==> src/dmc_pkg.sv <==
// dmc_pkg: register map, field positions and bus codes for the dma
// channel control block.
// assumes a 32-bit axi4-lite register bus with aligned word accesses.
package dmc_pkg;
    localparam int unsigned ADDR_W   = 8;
    // byte address = {index, alias op, 2'b00}
    localparam logic [3:0]  IDX_MOD  = 4'h0;
    localparam logic [3:0]  IDX_CH0  = 4'h1;
    localparam logic [3:0]  IDX_STAT = 4'h8;
    localparam logic [3:0]  IDX_MASK = 4'h9;
    localparam logic [1:0]  OP_WR    = 2'h0;
    localparam logic [1:0]  OP_CLR   = 2'h1;
    localparam logic [1:0]  OP_SET   = 2'h2;
    localparam logic [1:0]  OP_INV   = 2'h3;
    // module-wide control fields
    localparam int unsigned MOD_ON   = 15;
    localparam int unsigned MOD_SUSP = 12;
    localparam int unsigned MOD_BUSY = 11;
    localparam logic [31:0] MOD_IMPL = 32'h0000_9800;
    // channel control fields
    localparam int unsigned CH_ACT   = 15;
    localparam int unsigned CH_CSEL  = 8;
    localparam int unsigned CH_EN    = 7;
    localparam int unsigned CH_AED   = 6;
    localparam int unsigned CH_CHN   = 5;
    localparam int unsigned CH_AUTO  = 4;
    localparam int unsigned CH_EDET  = 2;
    localparam int unsigned CH_PRI   = 0;
    localparam logic [15:0] CH_IMPL  = 16'h81f7;
    localparam logic [15:0] CH_RST   = 16'h0000;
    localparam logic [1:0]  RESP_OK  = 2'h0;
    localparam logic [1:0]  RESP_ERR = 2'h2;

    // plain write or clear/set/invert alias, limited to strobed bits
    function automatic logic [31:0] alias_apply(input logic [31:0] old,
                                                input logic [31:0] wd,
                                                input logic [1:0]  op,
                                                input logic [31:0] sm);
        logic [31:0] v;
        v = wd & sm;
        unique case (op)
            OP_WR:  alias_apply = (old & ~sm) | v;
            OP_CLR: alias_apply = old & ~v;
            OP_SET: alias_apply = old | v;
            OP_INV: alias_apply = old ^ v;
        endcase
    endfunction : alias_apply
endpackage : dmc_pkg

==> src/dmc_arb_if.sv <==
// dmc_arb_if: request, priority and grant lines between the control
// core and its channel arbiter.
// assumes both ends agree on the channel count.
`timescale 1ns/1ps
interface dmc_arb_if #(parameter int unsigned NCH = 4);
    logic [NCH-1:0]   req;
    logic [2*NCH-1:0] prio;
    logic [NCH-1:0]   grant;
    modport arb  (input req, input prio, output grant);
    modport user (output req, output prio, input grant);
endinterface : dmc_arb_if

==> src/dmc_top.sv <==
// dmc_top: module-wide and per-channel dma control with axi4-lite
// registers, clear/set/invert aliases, channel arbiter and interrupt.
// assumes an external transfer engine that runs the granted channel
// and reports block completion on chan_done_i.
`timescale 1ns/1ps
module dmc_top #(
    parameter int unsigned NCH = 4
) (
    input  wire logic                       clk_sys_i,
    input  wire logic                       rst_n_i,
    input  wire logic                       s_axi_awvalid,
    output logic                            s_axi_awready,
    input  wire logic [dmc_pkg::ADDR_W-1:0] s_axi_awaddr,
    input  wire logic                       s_axi_wvalid,
    output logic                            s_axi_wready,
    input  wire logic [31:0]                s_axi_wdata,
    input  wire logic [3:0]                 s_axi_wstrb,
    output logic                            s_axi_bvalid,
    input  wire logic                       s_axi_bready,
    output logic      [1:0]                 s_axi_bresp,
    input  wire logic                       s_axi_arvalid,
    output logic                            s_axi_arready,
    input  wire logic [dmc_pkg::ADDR_W-1:0] s_axi_araddr,
    output logic                            s_axi_rvalid,
    input  wire logic                       s_axi_rready,
    output logic      [31:0]                s_axi_rdata,
    output logic      [1:0]                 s_axi_rresp,
    input  wire logic [NCH-1:0]             chan_start_i,
    input  wire logic [NCH-1:0]             chan_abort_i,
    input  wire logic [NCH-1:0]             chan_done_i,
    output logic      [NCH-1:0]             chan_grant_o,
    output logic                            module_active_o,
    output logic                            irq_o
);
    localparam int unsigned CW = (NCH > 1) ? $clog2(NCH) : 1;
    localparam logic [3:0]  CH_LAST = 4'(NCH);

    // write and read channel holding and response registers
    logic                      aw_hold;
    logic [dmc_pkg::ADDR_W-1:0] aw_addr;
    logic                      w_hold;
    logic [31:0]               w_data;
    logic [3:0]                w_strb;
    logic                      bvalid;
    logic [1:0]                bresp;
    logic                      rvalid;
    logic [31:0]               rdata;
    logic [1:0]                rresp;

    logic                      mod_on;
    logic                      mod_susp;
    logic [NCH-1:0]            cur;
    logic [2*NCH-1:0]          stat;
    logic [2*NCH-1:0]          mask;
    logic [15:0]               ch_ctrl [NCH];
    logic [NCH-1:0]            ch_en;
    logic [NCH-1:0]            ch_det;
    logic [NCH-1:0]            ch_rec;
    logic [NCH-1:0]            chain_trig;

    dmc_arb_if #(.NCH(NCH)) arb_bus ();

    // strobe lanes widened to a bit mask
    function automatic logic [31:0] strb_mask(input logic [3:0] s);
        strb_mask = {{8{s[3]}}, {8{s[2]}}, {8{s[1]}}, {8{s[0]}}};
    endfunction : strb_mask

    // index 1..NCH is a channel word
    function automatic logic is_ch(input logic [3:0] idx);
        is_ch = (idx >= dmc_pkg::IDX_CH0) && (idx <= CH_LAST);
    endfunction : is_ch

    // write decode
    wire        do_wr  = aw_hold & w_hold & ~bvalid;
    wire [3:0]  w_idx  = aw_addr[7:4];
    wire [1:0]  w_op   = aw_addr[3:2];
    wire [31:0] smask  = strb_mask(w_strb);
    wire [3:0]  w_chi  = w_idx - dmc_pkg::IDX_CH0;
    wire        w_mod  = w_idx == dmc_pkg::IDX_MOD;
    wire        w_ch   = is_ch(w_idx);
    wire        w_stat = (w_idx == dmc_pkg::IDX_STAT) &&
                         (w_op == dmc_pkg::OP_WR);
    wire        w_mask = w_idx == dmc_pkg::IDX_MASK;
    wire        w_ok   = w_mod | w_ch | w_stat | w_mask;

    // status cannot take aliases: a clear alias there would be ambiguous
    // against the write-one-to-clear meaning, so it answers an error
    wire [31:0] mod_rd = {16'h0000, mod_on, 2'b00, mod_susp,
                          module_active_o, 11'h000};
    wire [31:0] ch_old = {16'h0000, ch_ctrl[w_chi[CW-1:0]]};
    wire [31:0] mod_new = dmc_pkg::alias_apply(mod_rd, w_data, w_op,
                                               smask);
    wire [31:0] ch_new  = dmc_pkg::alias_apply(ch_old, w_data, w_op,
                                               smask);
    wire [31:0] msk_new = dmc_pkg::alias_apply(32'(mask), w_data, w_op,
                                               smask);
    wire [31:0] stat_clr = (do_wr && w_stat) ? (w_data & smask) : '0;

    // read decode
    wire [3:0]  r_idx  = s_axi_araddr[7:4];
    wire [3:0]  r_chi  = r_idx - dmc_pkg::IDX_CH0;
    wire        r_ch   = is_ch(r_idx);
    wire        r_ok   = (r_idx == dmc_pkg::IDX_MOD) | r_ch |
                         (r_idx == dmc_pkg::IDX_STAT) |
                         (r_idx == dmc_pkg::IDX_MASK);
    wire [31:0] r_word =
        (r_idx == dmc_pkg::IDX_MOD)  ? mod_rd :
        r_ch                         ? {16'h0000, ch_ctrl[r_chi[CW-1:0]]} :
        (r_idx == dmc_pkg::IDX_STAT) ? 32'(stat) :
        (r_idx == dmc_pkg::IDX_MASK) ? 32'(mask) : 32'h0000_0000;
    wire        ar_take = s_axi_arvalid & ~rvalid;

    // transfer control
    wire        run     = mod_on & ~mod_susp;
    wire        idle    = ~|cur;
    wire [NCH-1:0] take = arb_bus.grant & {NCH{idle & run}};
    wire        cur_end = |(cur & (chan_done_i | chan_abort_i));

    genvar g;
    generate
        for (g = 0; g < NCH; g++) begin : g_ch
            localparam int unsigned UP = (g == 0) ? 0 : g - 1;
            localparam int unsigned DN = (g == NCH - 1) ? g : g + 1;
            wire lo_done = (g == NCH - 1) ? 1'b0 : chan_done_i[DN];
            wire hi_done = (g == 0) ? 1'b0 : chan_done_i[UP];
            assign ch_en[g]  = ch_ctrl[g][dmc_pkg::CH_EN];
            assign ch_det[g] = ch_ctrl[g][dmc_pkg::CH_EDET];
            assign ch_rec[g] = ch_en[g] | ch_ctrl[g][dmc_pkg::CH_AED];
            // select 1 follows the next lower-priority neighbour
            assign chain_trig[g] = ch_ctrl[g][dmc_pkg::CH_CSEL] ?
                                   lo_done : hi_done;
            assign arb_bus.req[g] = ch_en[g] & ch_det[g] & run;
            assign arb_bus.prio[2*g +: 2] =
                ch_ctrl[g][dmc_pkg::CH_PRI +: 2];

            dmc_channel u_ch (
                .clk_sys_i    (clk_sys_i),
                .rst_n_i      (rst_n_i),
                .sw_we_i      (do_wr && w_ch && w_chi == 4'(g)),
                .sw_val_i     (ch_new[15:0]),
                .start_i      (chan_start_i[g]),
                .abort_i      (chan_abort_i[g]),
                .done_i       (chan_done_i[g]),
                .chain_trig_i (chain_trig[g]),
                .taken_i      (take[g]),
                .running_i    (cur[g]),
                .ctrl_o       (ch_ctrl[g])
            );
        end
    endgenerate

    dmc_arbiter #(.NCH(NCH)) u_arb (
        .ab (arb_bus.arb)
    );

    always_ff @(posedge clk_sys_i) begin
        if (!rst_n_i) begin
            mod_on   <= 1'b0;
            mod_susp <= 1'b0;
            mask     <= '0;
        end else if (do_wr) begin
            if (w_mod) begin
                mod_on   <= mod_new[dmc_pkg::MOD_ON];
                mod_susp <= mod_new[dmc_pkg::MOD_SUSP];
            end
            if (w_mask) begin
                mask <= msk_new[2*NCH-1:0];
            end
        end
    end

    // the granted channel is dropped at once when the module stops
    always_ff @(posedge clk_sys_i) begin
        if (!rst_n_i) begin
            cur <= '0;
        end else if (!run || cur_end) begin
            cur <= '0;
        end else if (idle) begin
            cur <= take;
        end
    end

    // sticky events: low half block done, high half recorded abort
    wire [2*NCH-1:0] ev = {chan_abort_i & ch_rec, chan_done_i};
    always_ff @(posedge clk_sys_i) begin
        if (!rst_n_i) begin
            stat <= '0;
        end else begin
            stat <= ev | (stat & ~stat_clr[2*NCH-1:0]);
        end
    end

    always_ff @(posedge clk_sys_i) begin
        if (!rst_n_i) begin
            aw_hold <= 1'b0;
            aw_addr <= '0;
            w_hold  <= 1'b0;
            w_data  <= 32'h0000_0000;
            w_strb  <= 4'h0;
            bvalid  <= 1'b0;
            bresp   <= dmc_pkg::RESP_OK;
        end else begin
            if (s_axi_awvalid && !aw_hold) begin
                aw_hold <= 1'b1;
                aw_addr <= s_axi_awaddr;
            end else if (do_wr) begin
                aw_hold <= 1'b0;
            end
            if (s_axi_wvalid && !w_hold) begin
                w_hold <= 1'b1;
                w_data <= s_axi_wdata;
                w_strb <= s_axi_wstrb;
            end else if (do_wr) begin
                w_hold <= 1'b0;
            end
            if (do_wr) begin
                bvalid <= 1'b1;
                bresp  <= w_ok ? dmc_pkg::RESP_OK : dmc_pkg::RESP_ERR;
            end else if (s_axi_bready) begin
                bvalid <= 1'b0;
            end
        end
    end

    always_ff @(posedge clk_sys_i) begin
        if (!rst_n_i) begin
            rvalid <= 1'b0;
            rdata  <= 32'h0000_0000;
            rresp  <= dmc_pkg::RESP_OK;
        end else if (ar_take) begin
            rvalid <= 1'b1;
            rdata  <= r_word;
            rresp  <= r_ok ? dmc_pkg::RESP_OK : dmc_pkg::RESP_ERR;
        end else if (s_axi_rready) begin
            rvalid <= 1'b0;
        end
    end

    assign s_axi_awready   = ~aw_hold;
    assign s_axi_wready    = ~w_hold;
    assign s_axi_bvalid    = bvalid;
    assign s_axi_bresp     = bresp;
    assign s_axi_arready   = ~rvalid;
    assign s_axi_rvalid    = rvalid;
    assign s_axi_rdata     = rdata;
    assign s_axi_rresp     = rresp;
    assign chan_grant_o    = cur;
    assign module_active_o = mod_on | ~idle;
    assign irq_o           = |(stat & mask);
endmodule : dmc_top

==> src/dmc_arbiter.sv <==
// dmc_arbiter: picks one requesting channel, highest priority code
// first, lowest index among equals.
// assumes requests are already gated by module enable and suspend.
`timescale 1ns/1ps
module dmc_arbiter #(
    parameter int unsigned NCH = 4
) (
    dmc_arb_if.arb ab
);
    logic [1:0] maxp;
    logic       found;

    always_comb begin
        maxp = 2'h0;
        for (int i = 0; i < NCH; i++) begin
            if (ab.req[i] && ab.prio[2*i +: 2] > maxp) begin
                maxp = ab.prio[2*i +: 2];
            end
        end
    end

    always_comb begin
        ab.grant = '0;
        found    = 1'b0;
        for (int i = 0; i < NCH; i++) begin
            if (!found && ab.req[i] && ab.prio[2*i +: 2] == maxp) begin
                ab.grant[i] = 1'b1;
                found       = 1'b1;
            end
        end
    end
endmodule : dmc_arbiter

==> src/dmc_channel.sv <==
// dmc_channel: one channel control word with its hardware updates.
// assumes sw_val_i already has the alias operation applied.
`timescale 1ns/1ps
module dmc_channel (
    input  wire logic        clk_sys_i,
    input  wire logic        rst_n_i,
    input  wire logic        sw_we_i,
    input  wire logic [15:0] sw_val_i,
    input  wire logic        start_i,
    input  wire logic        abort_i,
    input  wire logic        done_i,
    input  wire logic        chain_trig_i,
    input  wire logic        taken_i,
    input  wire logic        running_i,
    output logic      [15:0] ctrl_o
);
    logic [15:0] r;
    wire         rec      = r[dmc_pkg::CH_EN] | r[dmc_pkg::CH_AED];
    wire         start_ok = start_i & rec;
    wire         abort_ok = abort_i & rec;
    wire  [15:0] base     = sw_we_i ? sw_val_i : r;
    wire         set_en   = chain_trig_i & r[dmc_pkg::CH_CHN];
    wire         clr_en   = (done_i & ~r[dmc_pkg::CH_AUTO]) | abort_ok;
    wire         clr_act  = done_i | abort_ok;
    // a running channel keeps its busy flag only until its block ends
    wire         set_act  = taken_i | (running_i & ~clr_act);
    wire         clr_det  = taken_i | abort_ok;

    // hardware sets win over any clear in the same cycle
    always_ff @(posedge clk_sys_i) begin
        if (!rst_n_i) begin
            r <= dmc_pkg::CH_RST;
        end else begin
            r[dmc_pkg::CH_ACT]  <= set_act |
                (base[dmc_pkg::CH_ACT] & ~clr_act);
            r[14:9]             <= 6'h00;
            r[dmc_pkg::CH_CSEL] <= base[dmc_pkg::CH_CSEL];
            r[dmc_pkg::CH_EN]   <= set_en |
                (base[dmc_pkg::CH_EN] & ~clr_en);
            r[6:4]              <= base[6:4];
            r[3]                <= 1'b0;
            r[dmc_pkg::CH_EDET] <= start_ok |
                (r[dmc_pkg::CH_EDET] & ~clr_det);
            r[1:0]              <= base[1:0];
        end
    end

    assign ctrl_o = r;
endmodule : dmc_channel

==> config.mk <==
export PLATFORM = sky130hd
export DESIGN_NAME = dmc_top
export DESIGN_NICKNAME = d
export VERILOG_FILES = /design/src/dmc_pkg.sv /design/src/dmc_arb_if.sv /design/src/dmc_top.sv /design/src/dmc_arbiter.sv /design/src/dmc_channel.sv
export SDC_FILE = /design/constraint.sdc
export NUM_CORES = 1
export LEC_CHECK = 0
export BUFFER_PORTS_ARGS = -buffer_cell sky130_fd_sc_hd__buf_2
export CAP_MARGIN = 25
export CORE_UTILIZATION = 35
export DETAILED_ROUTE_END_ITERATION = 8
export PLACE_DENSITY = 0.65
export SYNTH_ARGS = -nofsm -noshare
export SYNTH_HDL_FRONTEND = slang
export SYNTH_HIERARCHICAL = 1
export SYNTH_SLANG_ARGS = --single-unit
==> constraint.sdc <==
create_clock -name clk_sys_i -period 4.8 [get_ports clk_sys_i]
set_clock_uncertainty 0.2 [all_clocks]
set_input_delay 0.96 -clock clk_sys_i [delete_from_list [all_inputs] [get_ports clk_sys_i]]
set_output_delay 0.96 -clock clk_sys_i [all_outputs]
set_load 0.01 [all_outputs]
==> results of run 1 <==
-- flip-flops by register name, summed over array words and instances, names as in the netlist, named ones only --
signal / flops
g_ch.u_ch/ctrl_o: 36
s_axi_rresp: 1
aw_hold: 1
w_strb: 2
s_axi_rdata: 16
w_hold: 1
s_axi_rvalid: 1
mask: 8
stat: 8
s_axi_bresp: 1
aw_addr: 6
s_axi_bvalid: 1
w_data: 11
chan_grant_o: 4
-- per-stage QoR --
step	std cells	hold slack [ps]
floorplan	798	243.4
global placement	1037	231.7
detailed placement	1037	238.6
CTS	1059	248.9
global route	1064	261.7
finish	1064	243.8
-- how the worst min path moves through the flow --
stage | start | endpoint | slack [ps] | cells after the start
finish | s_axi_rdata[0] | s_axi_rdata[0] | 240 | 2
global route | s_axi_rdata[7] | s_axi_rdata[7] | 260 | 2
CTS | s_axi_rdata[7] | s_axi_rdata[7] | 250 | 2
detailed placement | s_axi_rdata[7] | s_axi_rdata[7] | 240 | 2
global placement | s_axi_rdata[1] | s_axi_rdata[1] | 230 | 2
floorplan | w_data[12] | w_data[12] | 240 | 2
-- per-layer routing --
metal | wire (µm) | up-vias | part of all wire
met3 | 929 | 21 | 0.054
met5 | 0 | - | 0
met4 | 240 | 0 | 0.014
met1 | 8116 | 2594 | 0.47
met2 | 7907 | 148 | 0.46
li1 | - | 2713 | -
-- power by group through the flow --
stage          sequential [W]  combinational, W  clock, W
2_1_floorplan        0.000872          0.000186         0
3_3_place_gp         0.000879          0.000210         0
3_5_place_dp         0.000880          0.000213         0
4_1_cts              0.000860          0.000214  0.000734
5_1_grt              0.000863          0.000237  0.000771
6_report             0.000860          0.000214  0.000723
-- worst reg2reg max path: cells and delay by family, from the launching register on --
family                     cells  cell delay, ps
xor gates and xnor gates       1             130
DFF                            1             330
AOI/OAI and AO/OA              8            1470
adders and majority gates      3             720
buffers and inverters          3             430
and+or+nand+nor               10            1490
-- area by class of cell --
class	count	share of cell area
well taps	234	0.03793
inverters	26	0.01264
clock inverters	6	0.006484
clock buffers	10	0.03096
multi-input cells	577	0.5641
repair buffers	112	0.09094
flip-flops and latches	99	0.2569
-- what timing repair did --
item / 4_1_cts / 5_1_grt
endpoints found under the setup margin: 12 / 12
pin swaps: 20 / 17
resized for setup: 35 / 13
buffers inserted: 6 / 5
endpoints found under the hold margin: 0 / 0
==> metrics, run 1 <==
H-tree Lvls=3; P_leak=about 3.1 nW; Final WS setup=-62.84 ps; peak supply drop=roughly 0.19 mV; layout overhead on the synthesized area=15.50%; most used cell, CP=nor2b_4; Mapped Area=~6700 µm²; largest net degree at the start of global routing=59; chip height=140.2 µm; final setup vio count=8; slowest stage cell on the critical path=dfxtp_2; M1 GR Usage=0.2478; GRT met2 Usage=0.2803; HPWL after detailed placement=between 10000 and 15000 µm; min cycle time layout=a little under 5000 ps; Levels on crit path=25; Critical Path End Type=register; core area=between 15000 and 20000 µm²; most used cells in the layout excluding fill and tap cells=nand2_1, dfxtp_1, buf_2; Skew-Pair Late Insertion Delay=approximately 370 ps; biggest cell delay along the critical path=330 ps; GR Overflow Total=0; sw frac=0.2780; fillcell total=~1.8k; commonest non-fill, non-tap cell in the layout=nand2_1; logic gate share of total power=0.119; Max Fanout on Critical Path=4; final core utilization=0.4126; Mapped Cells=around 760; reg2reg end=g_ch[2].u_ch/ctrl_o[2]; Final Hold Viols=0; Avg Vias per Cell=a little over 5; Initial Util=0.3573; maximum buffer depth of the clock tree=2; met3 Usage GRT=0.03419; GR peak layer=met2; number of sinks on the clock net=between 90 and 100; Slew Viols, Final=0; pre-CTS setup slack=-318.4 ps; first drt pass iteration count=5; clock power share=0.402; r2r worst-path depth=25; vias post-DR=5476; layout cells sized above 1=0.2554; result of the run=finished with violations; FF/Latch Area=between 1500 and 2000 µm²; P_int=approximately 0.0013 W; # rows=50; DRC=0; Pwr Total=0.001796 W; hold buffer count at CTS=0; total wire length=between 15000 and 20000 µm; HP Class=reg -> reg; root buf cell=clkbuf_16; placed cell area=~7000 µm²; final worst-path cycle share=1.013; failing checks=setup timing; area of the multi-input gates=4354 µm²; R2R Setup Slk=-60 ps; Num CTS Buffers=9; RSZ-0062 raised after global routing=true; required time of the critical path=approximately 5000 ps; TNS Setup=-224.9 ps; sequential power share=0.479; Max Freq=roughly 210 MHz; chip width=between 100 and 150 µm; # nets final=930; clock-pin slew on the worst setup and hold paths=about 70 ps; design area=around 7700 µm²; relative slew slack=0.3086; post-DR wirelength/cell=~16 µm; crit path capture=g_ch[2].u_ch/ctrl_o[2]; delay-heaviest family, CP=simple AND/OR/NAND/NOR gates; die area=slightly below 20000 µm²; max-cap violation count=0; IO Count=118; I/O Buffers=70; CTS tree=done; antenna violations before repair=0; syn_area_per_cell=8.828 µm²; CP bufs+invs=3; Power per Cell Area=232.7 nW/µm²; Ys Warns=6; post-route ant nets=0; CP Data Arrival Time=~5000 ps; ant diodes=0; DRT iter0 DRCs=between 400 and 500; startpoint type of the worst setup path=register; Total GRT Usage=0.1788; worst slew pin tran=between 1000 and 1500 ps; Crit Path Class=reg -> reg; first-pass GRT wire length=around 27000 µm; total net switching power=~0.00050 W; routability congestion estimate=approximately 0.83; vias in the first global route=4910
Note: power is estimated with default switching activity, not from simulation.
==> inputs of run 2 (changes only) <==
--- a/config.mk
+++ b/config.mk
@@ -7,6 +7,7 @@
 export LEC_CHECK = 0
 export BUFFER_PORTS_ARGS = -buffer_cell sky130_fd_sc_hd__buf_2
 export CAP_MARGIN = 25
+export CORE_ASPECT_RATIO = 0.9
 export CORE_UTILIZATION = 35
 export DETAILED_ROUTE_END_ITERATION = 8
 export PLACE_DENSITY = 0.65
==> constraint.sdc (replaced) <==
create_clock -name clk_sys_i -period 4.8 [get_ports clk_sys_i]
set_clock_uncertainty 0.2 [all_clocks]
set_input_delay 0.96 -clock clk_sys_i [delete_from_list [all_inputs] [get_ports clk_sys_i]]
set_output_delay 0.96 -clock clk_sys_i [all_outputs]
set_load 0.02 [all_outputs]
==> metrics, run 2 (same netlist as run 1, synthesis figures left out) <==
most used cells in the layout excluding fill and tap cells=nand2_1, dfxtp_1, buf_2; Final Hold Viols=0 (unchanged); die area=19650 µm² (about the same); IO Count=118 (unchanged); peak supply drop=0.1493 mV (-19%); R2R Setup Slk=-50 ps (about the same); HPWL after detailed placement=12790 µm (+2.0%); routability congestion estimate=0.8190 (-1.0%); Num CTS Buffers=9 (unchanged); core area=18520 µm² (-0.97%); hold-critical path endpoint=s_axi_rdata[3]; Initial Util=0.3608 (+0.003499); total net switching power=0.0004823 W (-3.4%); DRC=0 (unchanged); logic gate share of total power=0.123 (+0.004); total wire length=17230 µm (+0.19%); P_leak=3.043 nW (-1.0%); root buf cell=clkbuf_16; I/O Buffers=70 (unchanged); reg2reg end=g_ch[2].u_ch/ctrl_o[2]; final worst-path cycle share=1.010 (-0.002787); RSZ-0062 raised after global routing=true; Slew Viols, Final=0 (unchanged); Max Fanout on Critical Path=4 (unchanged); # nets final=920 (-1.1%); ant diodes=0 (unchanged); number of sinks on the clock net=99 (unchanged); first drt pass iteration count=5 (unchanged); Total GRT Usage=0.1755 (-0.003253); Largest register FFs=36 (unchanged); clock power share=0.403 (about the same); chip height=133.1 µm (-5.1%); final core utilization=0.4100 (-0.002645); failing checks=setup timing; required time of the critical path=4840 ps (-50 ps); Skew-Pair Late Insertion Delay=350 ps (-20 ps); Pwr Total=0.001818 W (+1.2%); Hold Path Origin=s_axi_rdata[3]; max-cap violation count=0 (unchanged); # rows=47 (-6.0%); GR Overflow Total=0 (unchanged); Crit Path Class=reg -> reg; min cycle time layout=4849 ps (-13.38 ps); clock-pin slew on the worst setup and hold paths=70 ps (about the same); pre-CTS setup slack=-108.3 ps (+210.2 ps); worst slew pin tran=955.5 ps (-72.11 ps); post-route ant nets=0 (unchanged); post-DR wirelength/cell=16.17 µm (about the same); largest net degree at the start of global routing=62 (+5.1%); maximum buffer depth of the clock tree=2 (unchanged); Max Freq=206.2 MHz (+0.28%); H-tree Lvls=3 (unchanged); vias post-DR=5476 (unchanged); commonest non-fill, non-tap cell in the layout=nand2_1; DRT iter0 DRCs=523 (+19%); vias in the first global route=4916 (+0.12%); relative slew slack=0.3571 (+0.04851); sw frac=0.2653 (-0.01266); Hold Path Depth=2 (unchanged); layout overhead on the synthesized area=13.65%; startpoint type of the worst setup path=register; chip width=147.7 µm (+5.3%); sequential power share=0.474 (-0.005); Critical Path End Type=register; fillcell total=1870 (+1.4%); result of the run=finished with violations; first-pass GRT wire length=26790 µm (-1.4%); HP Class=reg -> reg; antenna violations before repair=1 (+1); CP Data Arrival Time=4890 ps (-70 ps); Power per Cell Area=239.4 nW/µm² (+2.9%); layout cells sized above 1=0.2378 (-0.01762); Final WS setup=-49.47 ps (+13.38 ps); CTS tree=done; Avg Vias per Cell=5.142 (about the same); P_int=0.001336 W (+3.0%); final setup vio count=1 (-7); r2r worst-path depth=24 (-4.0%)
-- run 2: cell types whose count changed in the layout (fill, tap and decap cells not counted), sizes merged --
| cell | before | now |
|---|---|---|
| clkinvlp | 4 | 0 |
| buf | 112 | 102 |
| clkinv | 1 | 2 |
| clkbuf | 10 | 13 |
-- run 2: layout make-up --
| type | instances | area [µm²] | share of cell area |
|---|---|---|---|
| Clock buffer | 13 | 280.3 | 0.03690 |
| Multi-Input combinational cell | 577 | 4310 | 0.5675 |
| Timing Repair Buffer | 102 | 598.1 | 0.07875 |
| Inverter | 26 | 97.59 | 0.01285 |
| Tap cell | 245 | 306.5 | 0.04036 |
| Clock inverter | 3 | 18.77 | 0.002471 |
| Sequential cell | 99 | 1983 | 0.2611 |
-- run 2: how the worst max path moves through the flow --
| stage | to | slack (ps) | depth (start not counted) |
|---|---|---|---|
| floorplan | g_ch[3].u_ch/ctrl_o[2] | 10 | 23 |
| global placement | g_ch[3].u_ch/ctrl_o[2] | -30 | 23 |
| detailed placement | g_ch[3].u_ch/ctrl_o[2] | -110 | 23 |
| CTS | g_ch[3].u_ch/ctrl_o[2] | 7 | 23 |
| global route | g_ch[2].u_ch/ctrl_o[2] | -210 | 24 |
| finish | g_ch[2].u_ch/ctrl_o[2] | -50 | 24 |
-- run 2: power by group through the flow --
stage          Sequential (W)  Clock [W]  Combinational (W)
4_1_cts              0.000861   0.000745           0.000223
2_1_floorplan        0.000875          0           0.000194
6_report             0.000861   0.000733           0.000223
5_1_grt              0.000864   0.000780           0.000247
3_5_place_dp         0.000880          0           0.000223
3_3_place_gp         0.000880          0           0.000220
-- run 2: stage by stage --
step / cells / area [µm²] / hold WS (ps) / TNS (ps)
floorplan: 798 / 6844 / 243.4 / 0
global placement: 1042 / 7068 / 232.6 / -31.81
detailed placement: 1042 / 7068 / 241.2 / -311.4
CTS: 1060 / 7450 / 251.5 / 0
global route: 1065 / 7595 / 275.4 / -1011
finish: 1065 / 7595 / 248.3 / -49.47
-- run 2: worst max-delay path, cell delays in order (launching register included) --
cell and delay (ps):
dfxtp_2 320, nor2b_4 190, and3_4 230, nand2_4 60, ha_4 210, nor2b_4 130
o211a_4 250, o21a_1 170, ha_1 300, nor2b_4 130, o211ai_2 170, buf_4 190
o21bai_4 80, ha_4 300, nor2b_4 170, o211ai_4 100, buf_6 150, o22ai_4 220
xor2_1 220, nor3b_2 80, buf_4 160, nor3b_1 260, and3_1 240, nand3b_1 120
a21boi_1 70
-- run 2: metal layers --
layer  track usage  wire (µm)  vias up  part of all wire
met5             0          9        -           0.00052
met4       0.03379        180        2             0.010
met3       0.04586       1161       15             0.067
met2        0.2683       7825      173              0.45
met1        0.2482       8048     2594              0.47
li1              -          -     2692                 -
-- run 2: what timing repair did --
item | CTS | global route
hold buffers | 0 | 0
gates resized for setup | 15 | 26
hold endpoints to repair | 0 | 0
setup endpoints to repair | 9 | 12
setup buffers | 2 | 5
pin swaps | 12 | 21
==> inputs of run 3 (changes only) <==
--- a/config.mk
+++ b/config.mk
@@ -8,9 +8,9 @@
 export BUFFER_PORTS_ARGS = -buffer_cell sky130_fd_sc_hd__buf_2
 export CAP_MARGIN = 25
 export CORE_ASPECT_RATIO = 0.9
-export CORE_UTILIZATION = 35
+export CORE_UTILIZATION = 52
 export DETAILED_ROUTE_END_ITERATION = 8
-export PLACE_DENSITY = 0.65
+export PLACE_DENSITY = 0.86
 export SYNTH_ARGS = -nofsm -noshare
 export SYNTH_HDL_FRONTEND = slang
 export SYNTH_HIERARCHICAL = 1
==> metrics, run 3 (same netlist as run 1, synthesis figures left out) <==
IO Count=118 (unchanged); r2r worst-path depth=25 (+4.2%); fillcell total=1025 (-45%); HP Class=reg -> reg; # nets final=918 (-0.22%); layout overhead on the synthesized area=11.70%; chip height=109.5 µm (-18%); R2R Setup Slk=-20 ps (+30 ps); most used cells in the layout excluding fill and tap cells=nand2_1, dfxtp_1, buf_2; ant diodes=0 (unchanged); CP bufs+invs=2 (-1); hold-critical path endpoint=s_axi_rdata[3]; TNS Setup=-58.25 ps (-8.782 ps); Crit Path Class=reg -> reg; number of sinks on the clock net=99 (unchanged); I/O Buffers=70 (unchanged); required time of the critical path=4880 ps (+40 ps); CP Data Arrival Time=4900 ps (about the same); Critical Path End Type=register; post-DR wirelength/cell=17.45 µm (+7.9%); chip width=121.5 µm (-18%); reg2reg end=g_ch[1].u_ch/ctrl_o[15]; layout cells sized above 1=0.2335 (-0.004309); # rows=38 (-19%); Num CTS Buffers=9 (unchanged); max-cap violation count=0 (unchanged); clock power share=0.413 (+0.010); die area=13310 µm² (-32%); P_leak=3.018 nW (-0.80%); vias post-DR=5790 (+5.7%); area of the multi-input gates=4299 µm² (-0.26%); worst slew pin tran=880.0 ps (-75.47 ps); DRT iter0 DRCs=440 (-16%); hold buffer count at CTS=0 (unchanged); FF/Latch Area=1984 µm² (about the same); Total GRT Usage=0.2625 (+0.08692); final setup vio count=4 (+3); Slew Viols, Final=0 (unchanged); first-pass GRT wire length=26830 µm (+0.18%); Initial Util=0.5448 (+0.1840); Power per Cell Area=248.1 nW/µm² (+3.7%); total net switching power=0.0004911 W (+1.8%); logic gate share of total power=0.122 (about the same); min cycle time layout=4820 ps (-29.08 ps); sw frac=0.2651 (about the same); vias in the first global route=5347 (+8.8%); H-tree Lvls=3 (unchanged); GR Overflow Total=0 (unchanged); startpoint type of the worst setup path=register; pre-CTS setup slack=-157.8 ps (-49.56 ps); RSZ-0062 raised after global routing=true; delay-heaviest family, CP=compound AO/OA/AOI/OAI gates; first drt pass iteration count=6 (+1); Avg Vias per Cell=5.920 (+15%); Max Fanout on Critical Path=3 (-1); P_int=0.001361 W (+1.9%); Hold Path Origin=s_axi_rdata[3]; core area=12270 µm² (-34%); CTS tree=done; Skew-Pair Late Insertion Delay=360 ps (about the same); final worst-path cycle share=1.004 (-0.006057); Max Freq=207.5 MHz (+0.60%); biggest cell delay along the critical path=320 ps (about the same); post-route ant nets=0 (unchanged); slowest stage cell on the critical path=dfxtp_2; clock-pin slew on the worst setup and hold paths=70 ps (about the same); Largest register FFs=36 (unchanged); peak supply drop=0.1599 mV (+7.1%); most used cell, CP=nor2b_4; total wire length=17070 µm (-0.93%); commonest non-fill, non-tap cell in the layout=nand2_1; antenna violations before repair=0 (-1); Final Hold Viols=0 (unchanged); largest net degree at the start of global routing=56 (-9.7%); failing checks=setup timing; HPWL after detailed placement=12040 µm (-5.8%); DRC=0 (unchanged); relative slew slack=0.4133 (+0.05619); Pwr Total=0.001852 W (+1.9%); Hold Path Depth=2 (unchanged); root buf cell=clkbuf_16; Final WS setup=-20.39 ps (+29.08 ps); maximum buffer depth of the clock tree=2 (unchanged); sequential power share=0.465 (-0.009); Levels on crit path=25 (+4.2%); result of the run=finished with violations; routability congestion estimate=0.8937 (+9.1%)
-- run 3: area by class of cell --
class / count / share of cell area
multi-input cells: 577 / 0.5759
repair buffers: 100 / 0.07727
clock inverters: 3 / 0.006202
flip-flops and latches: 99 / 0.2658
well taps: 160 / 0.02682
inverters: 26 / 0.01307
clock buffers: 13 / 0.03486
-- run 3: worst max path at each step --
stage	endpoint	slack [ps]
5_1_grt	g_ch[3].u_ch/ctrl_o[2]	-150
4_1_cts	chan_grant_o[3]	-70
2_1_floorplan	g_ch[3].u_ch/ctrl_o[2]	10
3_5_place_dp	g_ch[1].u_ch/ctrl_o[15]	-160
3_3_place_gp	g_ch[3].u_ch/ctrl_o[2]	-5
6_report	g_ch[1].u_ch/ctrl_o[15]	-20
-- run 3: timing repair --
item	in CTS	in global routing
gates cloned	0	0
setup endpoints to repair	12	12
resized for setup	24	17
pin swaps	20	12
setup buffers	6	2
-- run 3: per-layer routing --
| metal | vias up | global-route usage | wire, µm |
|---|---|---|---|
| met5 | - | 0 | 0 |
| met4 | 0 | 0.1067 | 472 |
| met3 | 45 | 0.06587 | 1653 |
| met2 | 302 | 0.4257 | 8134 |
| met1 | 2750 | 0.3343 | 6804 |
| li1 | 2693 | - | - |
-- run 3: worst min-delay path: cells and delay by family (launching register included) --
family | cells | cell delay (ps)
flip-flops | 1 | 310
AND/OR/NAND/NOR | 1 | 50
AO/OA/AOI/OAI | 1 | 50
-- run 3: stage by stage --
step / instance area, µm² / hold WS [ps] / utilization / cells
4_1_cts: 7377 / 249.5 / 0.6014 / 975
6_report: 7465 / 245.4 / 0.6085 / 978
3_5_place_dp: 6939 / 240.0 / 0.5657 / 954
2_1_floorplan: 6844 / 243.4 / - / 798
5_1_grt: 7465 / 269.7 / 0.6085 / 978
3_3_place_gp: 6939 / 232.4 / 0.5657 / 954
-- run 3: power by group through the flow --
stage | Clock (W) | Combinational (W) | Sequential, W
6_report | 0.000765 | 0.000227 | 0.000860
2_1_floorplan | 0 | 0.000194 | 0.000875
4_1_cts | 0.000763 | 0.000222 | 0.000860
3_5_place_dp | 0 | 0.000220 | 0.000878
3_3_place_gp | 0 | 0.000214 | 0.000878
5_1_grt | 0.000803 | 0.000248 | 0.000862
